### src/verilog/dbm_pkg.sv
package dbm_pkg;
	localparam int ADDR_W = 16;
	localparam int DATA_W = 8;
	localparam int DROP_W = 8;

	localparam logic [ADDR_W-1:0] IO_CTRL_CH2_OFFSET = 16'h3F01;
	localparam logic [ADDR_W-1:0] IO_CTRL_CH10_OFFSET = 16'hBF01;
	localparam logic [ADDR_W-1:0] PIN_CTRL_OFFSET = 16'h0100;
	localparam logic [ADDR_W-1:0] PIN_STATUS_OFFSET = 16'h0101;

	localparam int CLK_INVERT_BIT = 0;
	localparam int DROP_ENABLE_BIT = 0;
	localparam int STS1_CH2_BIT = 1;
	localparam int STS1_CH10_BIT = 2;

	localparam int ST_FIFO_EMPTY_BIT = 0;
	localparam int ST_FIFO_FULL_BIT = 1;
	localparam int ST_LINE_CLOCK_BIT = 2;
	localparam int ST_PIN_FUNCTION_BIT = 3;

	localparam logic [DATA_W-1:0] IO_CTRL_RESET = 8'h00;
	localparam logic [DATA_W-1:0] PIN_CTRL_RESET = 8'h00;
	localparam logic [DATA_W-1:0] READ_ZERO = 8'h00;
	localparam logic [DROP_W-1:0] DROP_WORD_RESET = 8'h00;

	localparam int CLOCK_PERIOD_NS = 10;
	localparam int LINE_HALF_PERIOD_NS = 40;
	localparam int LINE_HALF_CYCLES = (LINE_HALF_PERIOD_NS + CLOCK_PERIOD_NS - 1) / CLOCK_PERIOD_NS;

	localparam int FIFO_DEPTH = 16;

	typedef enum logic {
		PIN_FN_LINE = 1'b0,
		PIN_FN_DROP = 1'b1
	} dbm_pin_fn_t;
endpackage : dbm_pkg
### src/verilog/dbm_output_mux.sv
// Overview of operation
// - bus enable picks each shared pin's function
// - enabled: pins carry drop data bits 4,5
// - drop data changes only on drop clock rise
// - disabled: first pin outputs channel 10 line data
// - disabled: second pin outputs channel 2 line clock
// - line data changes on line clock rise
// - ch2 invert bit selects falling edge, DS3/E3
// - ch10 invert bit selects falling edge, DS3/E3
// - STS-1 mode ignores invert, rising edge only
`timescale 1ns/1ps

module dbm_fifo #(
	parameter int WIDTH = 8,
	parameter int DEPTH = 16
) (
	input wire logic clock,
	input wire logic reset,
	input wire logic [WIDTH-1:0] inData,
	input wire logic inValid,
	output logic inReady,
	output logic [WIDTH-1:0] outData,
	output logic outValid,
	input wire logic outReady
);
	localparam int AW = $clog2(DEPTH);

	logic [WIDTH-1:0] mem [DEPTH];
	logic [AW:0] wrPtr_reg;
	logic [AW:0] rdPtr_reg;
	logic pushing;
	logic popping;

	assign outValid = wrPtr_reg != rdPtr_reg;
	assign inReady = (wrPtr_reg[AW-1:0] != rdPtr_reg[AW-1:0]) || (wrPtr_reg[AW] == rdPtr_reg[AW]);
	assign pushing = inValid && inReady;
	assign popping = outValid && outReady;
	assign outData = mem[rdPtr_reg[AW-1:0]];

	always_ff @(posedge clock) begin
		if (pushing) begin
			mem[wrPtr_reg[AW-1:0]] <= inData;
		end
	end

	always_ff @(posedge clock) begin
		if (reset) begin
			wrPtr_reg <= '0;
			rdPtr_reg <= '0;
		end else begin
			if (pushing) begin
				wrPtr_reg <= wrPtr_reg + (AW+1)'(1);
			end
			if (popping) begin
				rdPtr_reg <= rdPtr_reg + (AW+1)'(1);
			end
		end
	end
endmodule : dbm_fifo

module dbm_output_mux
	import dbm_pkg::*;
#(
	parameter int HALF_CYCLES = LINE_HALF_CYCLES,
	parameter int DEPTH = FIFO_DEPTH
) (
	input wire logic clock,
	input wire logic reset,
	input wire logic [ADDR_W-1:0] regAddr,
	input wire logic [DATA_W-1:0] regWrData,
	input wire logic regWrite,
	input wire logic regRead,
	output logic [DATA_W-1:0] regRdData,
	input wire logic [DROP_W-1:0] dropWordIn,
	input wire logic dropWordValid,
	output logic dropWordReady,
	input wire logic dropBusClockCh2,
	input wire logic lineBitCh2,
	input wire logic lineBitValidCh2,
	output logic lineBitReadyCh2,
	input wire logic lineBitCh10,
	input wire logic lineBitValidCh10,
	output logic lineBitReadyCh10,
	output logic [DROP_W-1:0] dropBusDataCh2,
	output logic lineDataOutCh2,
	output logic lineClockOutCh10
);
	logic [DATA_W-1:0] ioCtrlCh2_reg;
	logic [DATA_W-1:0] ioCtrlCh10_reg;
	logic [DATA_W-1:0] pinCtrl_reg;
	logic [DATA_W-1:0] regRdData_reg;
	logic [DATA_W-1:0] regRdData_next;
	logic dropClkMeta_reg;
	logic dropClkSync_reg;
	logic dropClkPrev_reg;
	logic dropRise;
	logic [DROP_W-1:0] dropWord_reg;
	logic [DROP_W-1:0] fifoData;
	logic fifoValid;
	logic fifoPop;
	logic [7:0] lineCount_reg;
	logic lineClock_reg;
	logic lineToggle;
	logic lineRise;
	logic lineFall;
	logic lineDataCh2_reg;
	logic lineDataCh10_reg;
	logic updateCh2;
	logic updateCh10;
	dbm_pin_fn_t pinFunction;
	logic [DROP_W-1:0] dropPins_reg;
	logic lineDataOut_reg;
	logic lineClockOut_reg;

	// edge choice shared by both channels; STS-1 forces the rising edge
	function automatic logic lineUpdate(
		input logic rise,
		input logic fall,
		input logic invert,
		input logic sts1
	);
		return (invert && !sts1) ? fall : rise;
	endfunction : lineUpdate

	// register port
	always_ff @(posedge clock) begin
		if (reset) begin
			ioCtrlCh2_reg <= IO_CTRL_RESET;
			ioCtrlCh10_reg <= IO_CTRL_RESET;
			pinCtrl_reg <= PIN_CTRL_RESET;
		end else if (regWrite) begin
			case (regAddr)
				IO_CTRL_CH2_OFFSET: begin
					ioCtrlCh2_reg <= regWrData;
				end
				IO_CTRL_CH10_OFFSET: begin
					ioCtrlCh10_reg <= regWrData;
				end
				PIN_CTRL_OFFSET: begin
					pinCtrl_reg <= regWrData;
				end
				default: begin
				end
			endcase
		end
	end

	always_comb begin
		regRdData_next = READ_ZERO;
		case (regAddr)
			IO_CTRL_CH2_OFFSET: begin
				regRdData_next = ioCtrlCh2_reg;
			end
			IO_CTRL_CH10_OFFSET: begin
				regRdData_next = ioCtrlCh10_reg;
			end
			PIN_CTRL_OFFSET: begin
				regRdData_next = pinCtrl_reg;
			end
			PIN_STATUS_OFFSET: begin
				regRdData_next[ST_FIFO_EMPTY_BIT] = !fifoValid;
				regRdData_next[ST_FIFO_FULL_BIT] = !dropWordReady;
				regRdData_next[ST_LINE_CLOCK_BIT] = lineClock_reg;
				regRdData_next[ST_PIN_FUNCTION_BIT] = pinFunction;
			end
			default: begin
				regRdData_next = READ_ZERO;
			end
		endcase
	end

	// read data stands only in the cycle after the strobe
	always_ff @(posedge clock) begin
		if (reset) begin
			regRdData_reg <= READ_ZERO;
		end else if (regRead) begin
			regRdData_reg <= regRdData_next;
		end else begin
			regRdData_reg <= READ_ZERO;
		end
	end

	assign regRdData = regRdData_reg;

	// pin selection is treated as static set-up, not retimed to either clock
	assign pinFunction = pinCtrl_reg[DROP_ENABLE_BIT] ? PIN_FN_DROP : PIN_FN_LINE;

	// drop bus clock comes from a pin: two flops before any logic looks at it
	always_ff @(posedge clock) begin
		if (reset) begin
			dropClkMeta_reg <= 1'b0;
			dropClkSync_reg <= 1'b0;
			dropClkPrev_reg <= 1'b0;
		end else begin
			dropClkMeta_reg <= dropBusClockCh2;
			dropClkSync_reg <= dropClkMeta_reg;
			dropClkPrev_reg <= dropClkSync_reg;
		end
	end

	assign dropRise = dropClkSync_reg && !dropClkPrev_reg;

	dbm_fifo #(
		.WIDTH(DROP_W),
		.DEPTH(DEPTH)
	) u_dropFifo (
		.clock(clock),
		.reset(reset),
		.inData(dropWordIn),
		.inValid(dropWordValid),
		.inReady(dropWordReady),
		.outData(fifoData),
		.outValid(fifoValid),
		.outReady(fifoPop)
	);

	// the fifo drains only on drop clock rises, so a slow bus clock stalls the source
	assign fifoPop = (pinFunction == PIN_FN_DROP) && dropRise;

	// an empty fifo on a rise holds the previous word rather than inventing one
	always_ff @(posedge clock) begin
		if (reset) begin
			dropWord_reg <= DROP_WORD_RESET;
		end else if (fifoPop && fifoValid) begin
			dropWord_reg <= fifoData;
		end
	end

	// line clock divider, shared by channels 2 and 10
	assign lineToggle = lineCount_reg == 8'(HALF_CYCLES - 1);
	assign lineRise = lineToggle && !lineClock_reg;
	assign lineFall = lineToggle && lineClock_reg;

	always_ff @(posedge clock) begin
		if (reset) begin
			lineCount_reg <= 8'h00;
			lineClock_reg <= 1'b0;
		end else if (lineToggle) begin
			lineCount_reg <= 8'h00;
			lineClock_reg <= !lineClock_reg;
		end else begin
			lineCount_reg <= lineCount_reg + 8'h01;
		end
	end

	assign updateCh2 = lineUpdate(lineRise, lineFall, ioCtrlCh2_reg[CLK_INVERT_BIT],
		pinCtrl_reg[STS1_CH2_BIT]);
	assign updateCh10 = lineUpdate(lineRise, lineFall, ioCtrlCh10_reg[CLK_INVERT_BIT],
		pinCtrl_reg[STS1_CH10_BIT]);
	assign lineBitReadyCh2 = updateCh2;
	assign lineBitReadyCh10 = updateCh10;

	// a missing source bit sends zero for that line bit
	always_ff @(posedge clock) begin
		if (reset) begin
			lineDataCh2_reg <= 1'b0;
		end else if (updateCh2) begin
			lineDataCh2_reg <= lineBitValidCh2 && lineBitCh2;
		end
	end

	always_ff @(posedge clock) begin
		if (reset) begin
			lineDataCh10_reg <= 1'b0;
		end else if (updateCh10) begin
			lineDataCh10_reg <= lineBitValidCh10 && lineBitCh10;
		end
	end

	// one output stage for every pin keeps clock and data aligned at the pins
	always_ff @(posedge clock) begin
		if (reset) begin
			dropPins_reg <= DROP_WORD_RESET;
			lineDataOut_reg <= 1'b0;
			lineClockOut_reg <= 1'b0;
		end else begin
			lineDataOut_reg <= lineDataCh2_reg;
			lineClockOut_reg <= lineClock_reg;
			if (pinFunction == PIN_FN_DROP) begin
				dropPins_reg <= dropWord_reg;
			end else begin
				dropPins_reg <= DROP_WORD_RESET;
				dropPins_reg[4] <= lineDataCh10_reg;
				dropPins_reg[5] <= lineClock_reg;
			end
		end
	end

	assign dropBusDataCh2 = dropPins_reg;
	assign lineDataOutCh2 = lineDataOut_reg;
	assign lineClockOutCh10 = lineClockOut_reg;
endmodule : dbm_output_mux

### config.mk
export PLATFORM = sky130hd
export DESIGN_NAME = dbm_output_mux
export DESIGN_NICKNAME = d
export VERILOG_FILES = /design/src/verilog/dbm_pkg.sv /design/src/verilog/dbm_output_mux.sv
export SDC_FILE = /design/constraint.sdc
export NUM_CORES = 1
export LEC_CHECK = 0
export BUFFER_PORTS_ARGS = -buffer_cell sky130_fd_sc_hd__buf_2
export CAP_MARGIN = 0
export CORE_ASPECT_RATIO = 0.5
export CORE_MARGIN = 8
export CORE_UTILIZATION = 62
export CTS_BUF_LIST = sky130_fd_sc_hd__clkbuf_2 sky130_fd_sc_hd__clkbuf_4 sky130_fd_sc_hd__clkbuf_8
export CTS_CLUSTER_SIZE = 8
export DETAILED_ROUTE_END_ITERATION = 6
export PLACE_DENSITY_LB_ADDON = 0.25
export SLEW_MARGIN = 20
export SYNTH_ARGS = -nofsm -noshare
export SYNTH_HDL_FRONTEND = slang
export SYNTH_HIERARCHICAL = 1
export SYNTH_SLANG_ARGS = --single-unit
### constraint.sdc
create_clock -name clock -period 2.55 [get_ports clock]
set_input_delay 0.3825 -clock clock [delete_from_list [all_inputs] [get_ports clock]]
set_output_delay 0.3825 -clock clock [all_outputs]
set_load 0.02 [all_outputs]
==> impl_results.md, run 1 <==
- N_diodes: 0
- # DRC: 0
- CTS H-tree depth: 1
- Place WS: approximately 0.36 ns
- Largest cells by area after synthesis: edfxtp_1, dfxtp_1, mux4_2
- Hold Fails Final Rpt: 0
- Syn Area/Cell: 14.2 um^2
- Worst-skew pair later-pin latency: between 0.5 and 0.6 ns
- WP buf/inv: 1
- Clock period minus worst slack: 2.49 ns
- Leak: 3.23 nW
- Total Wirelength: 18300 um
- CTS clk-pin slew, worst paths: 0.06 ns
- Die H: 98.9 um
- Layout Nets: 719
- Post-DRT Antenna Nets: 0
- Reg-to-reg setup timing slack: 0.35 ns
- Post-route worst setup slack: between 0.06 and 0.07 ns
- Post-Syn Instances: 599
- CTS tree: yes
- Vias: 5395
- Number of max-cap violations: 0
- Buffer depth of the longest clock path: 3
- Largest area contributor in the netlist: edfxtp_1
- Vias in the first global route: 5208
- Worst reg2reg endpoint: u_dropFifo/mem[8][7]
- Register area share after synthesis: 63.5%
- Placed cell area: 8930 um^2
- Hold Crit Start: dropBusClockCh2
- Syn Nets: 647
- Post-synth EDFFs: 128
- Worst setup EP type: output port
- Final non-filler cell total: roughly 850
- Total die area: around 18000 um^2
- Status: complete, no violations
- Slowest cell on the critical path: or4b_4
- Share of cells above drive strength 1: a little under a quarter
- Port Buffers: 62
- Slew margin rel.: 49.4%
- Highest-count cells in the layout ignoring fill and taps: edfxtp_1, dfxtp_1, buf_2, nand3_1, a21oi_1
- Critical path class: reg -> out
- Crit path depth: 5
- 1st-iter DRT viols: around 450
- Die width: about 180 um
- Fin crit share: 97.5%
- IO Pins: 63
- Gr usage total: 20.1%
- Std-Cell Rows: 30
- Final Setup Violations: 0
- Synth Cell Area: between 8000 and 9000 um^2
- Synth Flop Type: edfxtp_1
- Placed cells: 812
- Cell Chain, Critical Path: ha_4 -> or4b_4 -> nor4_4 -> and2_1 -> buf_6
- Worst EP required: 2.17 ns
- Syn-to-layout area delta: 11.3%
- TritonCTS Buffers: 30
- GRT overflow: 0
- CTS Sinks: 206
- R2R Path Start: u_dropFifo/wrPtr_reg[3]
- FF+latch count, synth: 206
- Slew of the pin with the lowest slew margin: about 0.76 ns
- Yosys cell types: 51
- Finished Cell Area: 9480 um^2
- Arr. time, crit path: 2.10 ns
- Post-route setup TNS: 0 ns
- First-pass GRT wire length: 28500 um
- Startpoint Class: flop
- Initial Util: 63.2%
- Maximum VDD drop: 0.359 mV
- YS warnings: 6
- Skew final: 0.0108 ns
- Type of the worst min-delay path: in -> reg
- Async SR Flop Fraction: 0%
- Filler Cells Inserted: around 900
- Post-DP HPWL: 12100 um
- Crit path largest cell delay: 0.46 ns
- Core Area: 13500 um^2
- Root buf cell: clkbuf_8
- Pre-antenna DRT Iters: 7
- Pwr/cell area: 652 nW/um^2
- Initial antenna violation count: 0
- Max reg flops: approximately 130
- Routed wire length per instance: 21.5 um
- Worst Setup EP: lineBitReadyCh10
- Share of Yosys cell area claimed by the top area cell type: 45.1%
- Most common cell after layout, fill and taps aside: edfxtp_1
- Crit. Startpoint: lineCount_reg[1]
- Crit-path max FO: 3
- Avg Vias per Cell: 6.32
- Pin count of the biggest net entering global routing: 33
- RSZ-0062 raised after global routing: yes
- CP delay by family, top: simple AND/OR/NAND/NOR gates
- Final RePlAce weighted congestion: ~0.93
- Cells on worst reg2reg path: 4
- Fmax: 402 MHz
- Slew Viols, Final: 0
per-stage QoR:
step | total power, W | utilization (%) | hold slack [ns]
floorplan | 0.00380 | - | 0.414
global placement | 0.00391 | 66.2 | 0.420
detailed placement | 0.00392 | 66.2 | 0.426
CTS | 0.00622 | 70.0 | 0.0262
global route | 0.00639 | 70.4 | 0.0354
finish | 0.00618 | 70.4 | 0.0594
area by class of cell:
type	instances	area (um^2)	area share, %
Timing Repair Buffer	72	410	4.33
Inverter	12	45.0	0.475
Tap cell	176	220	2.32
Sequential cell	206	5410	57.1
Clock inverter	2	13.8	0.145
Clock buffer	36	477	5.03
Multi-Input combinational cell	349	2900	30.6
layer usage:
metal | vias up | wire, um | global-route usage, %
li1 | 2457 | - | -
met1 | 2630 | 8030 | 26.7
met2 | 257 | 8330 | 31.9
met3 | 51 | 1510 | 5.54
met4 | 0 | 466 | 6.32
met5 | - | 0 | 0
Yosys cell counts (all sizes together) (12+ instances only):
| cell type | n |
|---|---|
| inv | 12 |
| nor2 | 20 |
| and3 | 25 |
| nand2 | 24 |
| nand3 | 46 |
| mux4 | 40 |
| dfxtp | 78 |
| buf | 18 |
| o21ai | 33 |
| a21oi | 42 |
| edfxtp | 128 |
| clkbuf | 14 |
| nor2b | 13 |
logic make-up (layout without fill, tap and decap cells):
group / after synthesis / in the layout / share of synthesized area [%]
DFF: 206 / 206 / 63.5
and+or+nand+nor: 182 / 182 / 12.2
muxes: 53 / 53 / 12.9
AOI/OAI and AO/OA: 93 / 93 / 6.30
adders and majority gates: 6 / 6 / 0.881
xor gates and xnor gates: 15 / 15 / 1.54
buffers and inverters: 44 / 122 / 2.75
worst register-to-register path: stages (launching register included):
cell and delay, ns:
dfxtp_1 0.46, xnor2_1 0.12, and4_1 0.28, a21oi_4 0.38, and3_1 0.60
worst min-delay path by stage:
stage | slack (ns) | to | depth (start not counted)
2_1_floorplan | 0.41 | dropClkSync_reg | 1
3_3_place_gp | 0.42 | dropClkSync_reg | 1
3_5_place_dp | 0.43 | dropClkSync_reg | 1
4_1_cts | 0.03 | dropClkMeta_reg | 2
5_1_grt | 0.04 | dropClkMeta_reg | 2
6_report | 0.06 | dropClkMeta_reg | 2
where the power goes:
part	internal [W]	total (W)	switching, W	leakage [nW]
registers	0.00358	0.00360	0.0000229	1.79
logic	0.0000992	0.000275	0.000176	1.19
clock network	0.00119	0.00231	0.00112	0.260
total	0.00487	0.00618	0.00131	3.23
what timing repair did:
action                                  in CTS  in global routing
buffers inserted                             0                  3
gates resized for setup                      4                  8
hold buffers                                 0                  0
pin swaps                                    0                  2
endpoints found under the setup margin       2                  2
No activity file was read; power rests on OpenSTA's default activity.
==> inputs of run 2 (changes only) <==
- SYNTH_HIERARCHICAL: 1 -> not set
==> run 2 against run 1 <==
Effect of this change: maximum frequency increased by 3.4%; synthesized area decreased by 5.9%; sequential power decreased by 2%; clock-buffer cell count increased by 11; synthesized cell count decreased by 8.5%; clock power increased by 10%; core utilization increased by 1.9 points; sequential share of layout area increased by 1.3 points; first-iteration DRC count decreased by 5.1%; via count decreased by 13%; flip-flop and latch count decreased by 4; non-clock buffer count increased by 6; critical path type unchanged; largest cell class unchanged; largest power group unchanged; highest routed layer unchanged.
==> impl_results.md, run 2 <==
- N_diodes: 0
- Vias: 4706
- FF+latch count, synth: just over 200
- IO Pins: 63
- RSZ-0062 raised after global routing: no
- Layout Nets: between 600 and 700
- Routed wire length per instance: ~20 um
- Pre-antenna DRT Iters: 4
- Syn-to-layout area delta: 13.8%
- Post-route setup TNS: 0 ns
- First-pass GRT wire length: 26200 um
- Fmax: 416 MHz
- CTS tree: yes
- Avg Vias per Cell: slightly below 6
- Finished Cell Area: slightly above 9000 um^2
- Pwr/cell area: slightly below 700 nW/um^2
- Share of Yosys cell area claimed by the top area cell type: between 40% and 50%
- Filler Cells Inserted: 818
- Hold Fails Final Rpt: 0
- Total die area: 17000 um^2
- Post-DP HPWL: between 10000 and 15000 um
- Slowest cell on the critical path: dfxtp_1
- CTS clk-pin slew, worst paths: 0.07 ns
- CTS H-tree depth: 1
- Hold Buf Count CTS: 0
- Root buf cell: clkbuf_8
- Die width: 177 um
- Largest area contributor in the netlist: edfxtp_1
- Slew margin rel.: 54.2%
- Placed cell area: roughly 8600 um^2
- Post-route worst setup slack: between 0.1 and 0.15 ns
- Leak: 3.27 nW
- WP buf/inv: 2
- Buffer depth of the longest clock path: 3
- Maximum VDD drop: 0.427 mV
- Highest-count cells in the layout ignoring fill and taps: edfxtp_1, dfxtp_1, nor2_1, buf_2, mux2i_1
- Pin count of the biggest net entering global routing: 45
- Async SR Flop Fraction: 0%
- Worst setup EP type: output port
- Worst-skew pair later-pin latency: 0.54 ns
- Post-synth EDFFs: approximately 130
- Max reg flops: 128
- CTS Sinks: 202
- Cell Chain, Critical Path: xor2_1 -> nor4_2 -> buf_4 -> nand2_1 -> buf_2
- Gr usage total: 19.8%
- Final RePlAce weighted congestion: between 0.7 and 0.8
- Final core utilization: between 70 and 80%
- Port Buffers: 62
- Arr. time, crit path: 2.02 ns
- Post-DRT Antenna Nets: 0
- Share of cells above drive strength 1: between 20% and 30%
- Crit path largest cell delay: around 0.48 ns
- Post-Syn Instances: about 550
- WHS: 0.0606 ns
- Largest cells by area after synthesis: edfxtp_1, dfxtp_1, mux2i_1
- Startpoint Class: flop
- Status: complete, no violations
- 1st-iter DRT viols: 430
- Core Area: 12600 um^2
- Initial antenna violation count: 0
- GRT overflow: 0
- Critical path class: reg -> out
- Initial Util: 63.5%
- Register area share after synthesis: 66.4%
- Crit-path max FO: 7
- Slew of the pin with the lowest slew margin: slightly below 0.7 ns
- Yosys cell types: 41
- Place WS: around 0.16 ns
- Total Wirelength: 16400 um
- Worst EP required: 2.17 ns
- # DRC: 0
- Vias in the first global route: 4815
- Fin crit share: 94.3%
- Count leader, synth: edfxtp_1
- Commonest cells post-synth: edfxtp_1, dfxtp_1, nor2_1
- Synth Flop Type: edfxtp_1
- YS warnings: 0
- Std-Cell Rows: 29
- Syn Nets: approximately 600
- Skew final: 0.0204 ns
- # Post-CTS Setup Buffers: 0
- Number of max-cap violations: 0
- Most common cell after layout, fill and taps aside: edfxtp_1
- Final Setup Violations: 0
- Type of the worst min-delay path: in -> reg
- TritonCTS Buffers: 29
- Synth Cell Area: approximately 8000 um^2
- Clock period minus worst slack: 2.40 ns
- Die H: between 90 and 100 um
- Slew Viols, Final: 0
- CP delay by family, top: flip-flops
- Syn Area/Cell: 14.6 um^2
run 2: changes by cell type after synthesis, moves of 14 or more:
cell,before,now
mux2i_1,4,54
nor2_1,20,64
nand3_1,46,8
a21oi_1,40,5
o21ai_0,23,8
mux4_1,14,0
run 2: worst register-to-register path, delay by kind of cell, from the launching register on:
family                 cells  cell delay (ns)
AND/OR/NAND/NOR            2             0.59
XOR/XNOR                   1             0.23
flip-flops                 1             0.48
AO/OA/AOI/OAI              1             0.15
buffers and inverters      1             0.22
run 2: routing by layer:
metal	GRT usage, %	up-vias	share of wire, %
met5	0	-	0
met4	5.98	0	1.5
li1	-	2207	-
met3	4.03	23	7.2
met1	27.8	2318	47
met2	31.2	158	44
run 2: kinds of logic after synthesis:
| family | synth area share [%] |
|---|---|
| compound gates | 4.10 |
| xor+xnor | 2.08 |
| fa+ha+maj | 0.936 |
| buf+inv | 1.87 |
| flops | 66.4 |
| mux | 14.9 |
| simple gates | 9.69 |
run 2: worst paths after layout:
check | start | end | slack [ns] | cells past startpoint
worst max-delay path | u_dropFifo.wrPtr_reg[1] | dropWordReady | 0.15 | 5
worst min-delay path | dropBusClockCh2 | dropClkMeta_reg | 0.06 | 2
worst max register to register | u_dropFifo.wrPtr_reg[1] | u_dropFifo.mem[4][0] | 0.51 | 5
worst min register to register | dropClkMeta_reg | dropClkSync_reg | 0.44 | 1
run 2: layout make-up:
class                      instances  area, um^2  area share (%)
clock inverter                     2        37.5           0.411
clock buffer                      47         534            5.85
multi-input combinational        308        2550            27.9
tap                              170         213            2.33
inverter                           6        22.5           0.247
sequential                       202        5330            58.4
timing repair buffer              78         443            4.85
run 2: where the power goes:
group | switching [W] | internal (W) | leakage [nW] | total, W
Sequential | 0.0000231 | 0.00351 | 1.76 | 0.00354
Combinational | 0.000148 | 0.0000844 | 1.21 | 0.000233
Clock | 0.00114 | 0.00141 | 0.306 | 0.00255
Total | 0.00131 | 0.00501 | 3.27 | 0.00632
run 2: timing repair:
| action | in CTS | in global routing |
|---|---|---|
| hold endpoints to repair | 0 | 0 |
| endpoints found under the setup margin | 0 | 1 |
| resized for setup | 0 | 1 |
run 2: through the flow:
step	power (W)	instances
floorplan	0.00372	548
global placement	0.00383	764
global route	0.00654	813
CTS	0.00636	813
finish	0.00632	813
detailed placement	0.00384	764
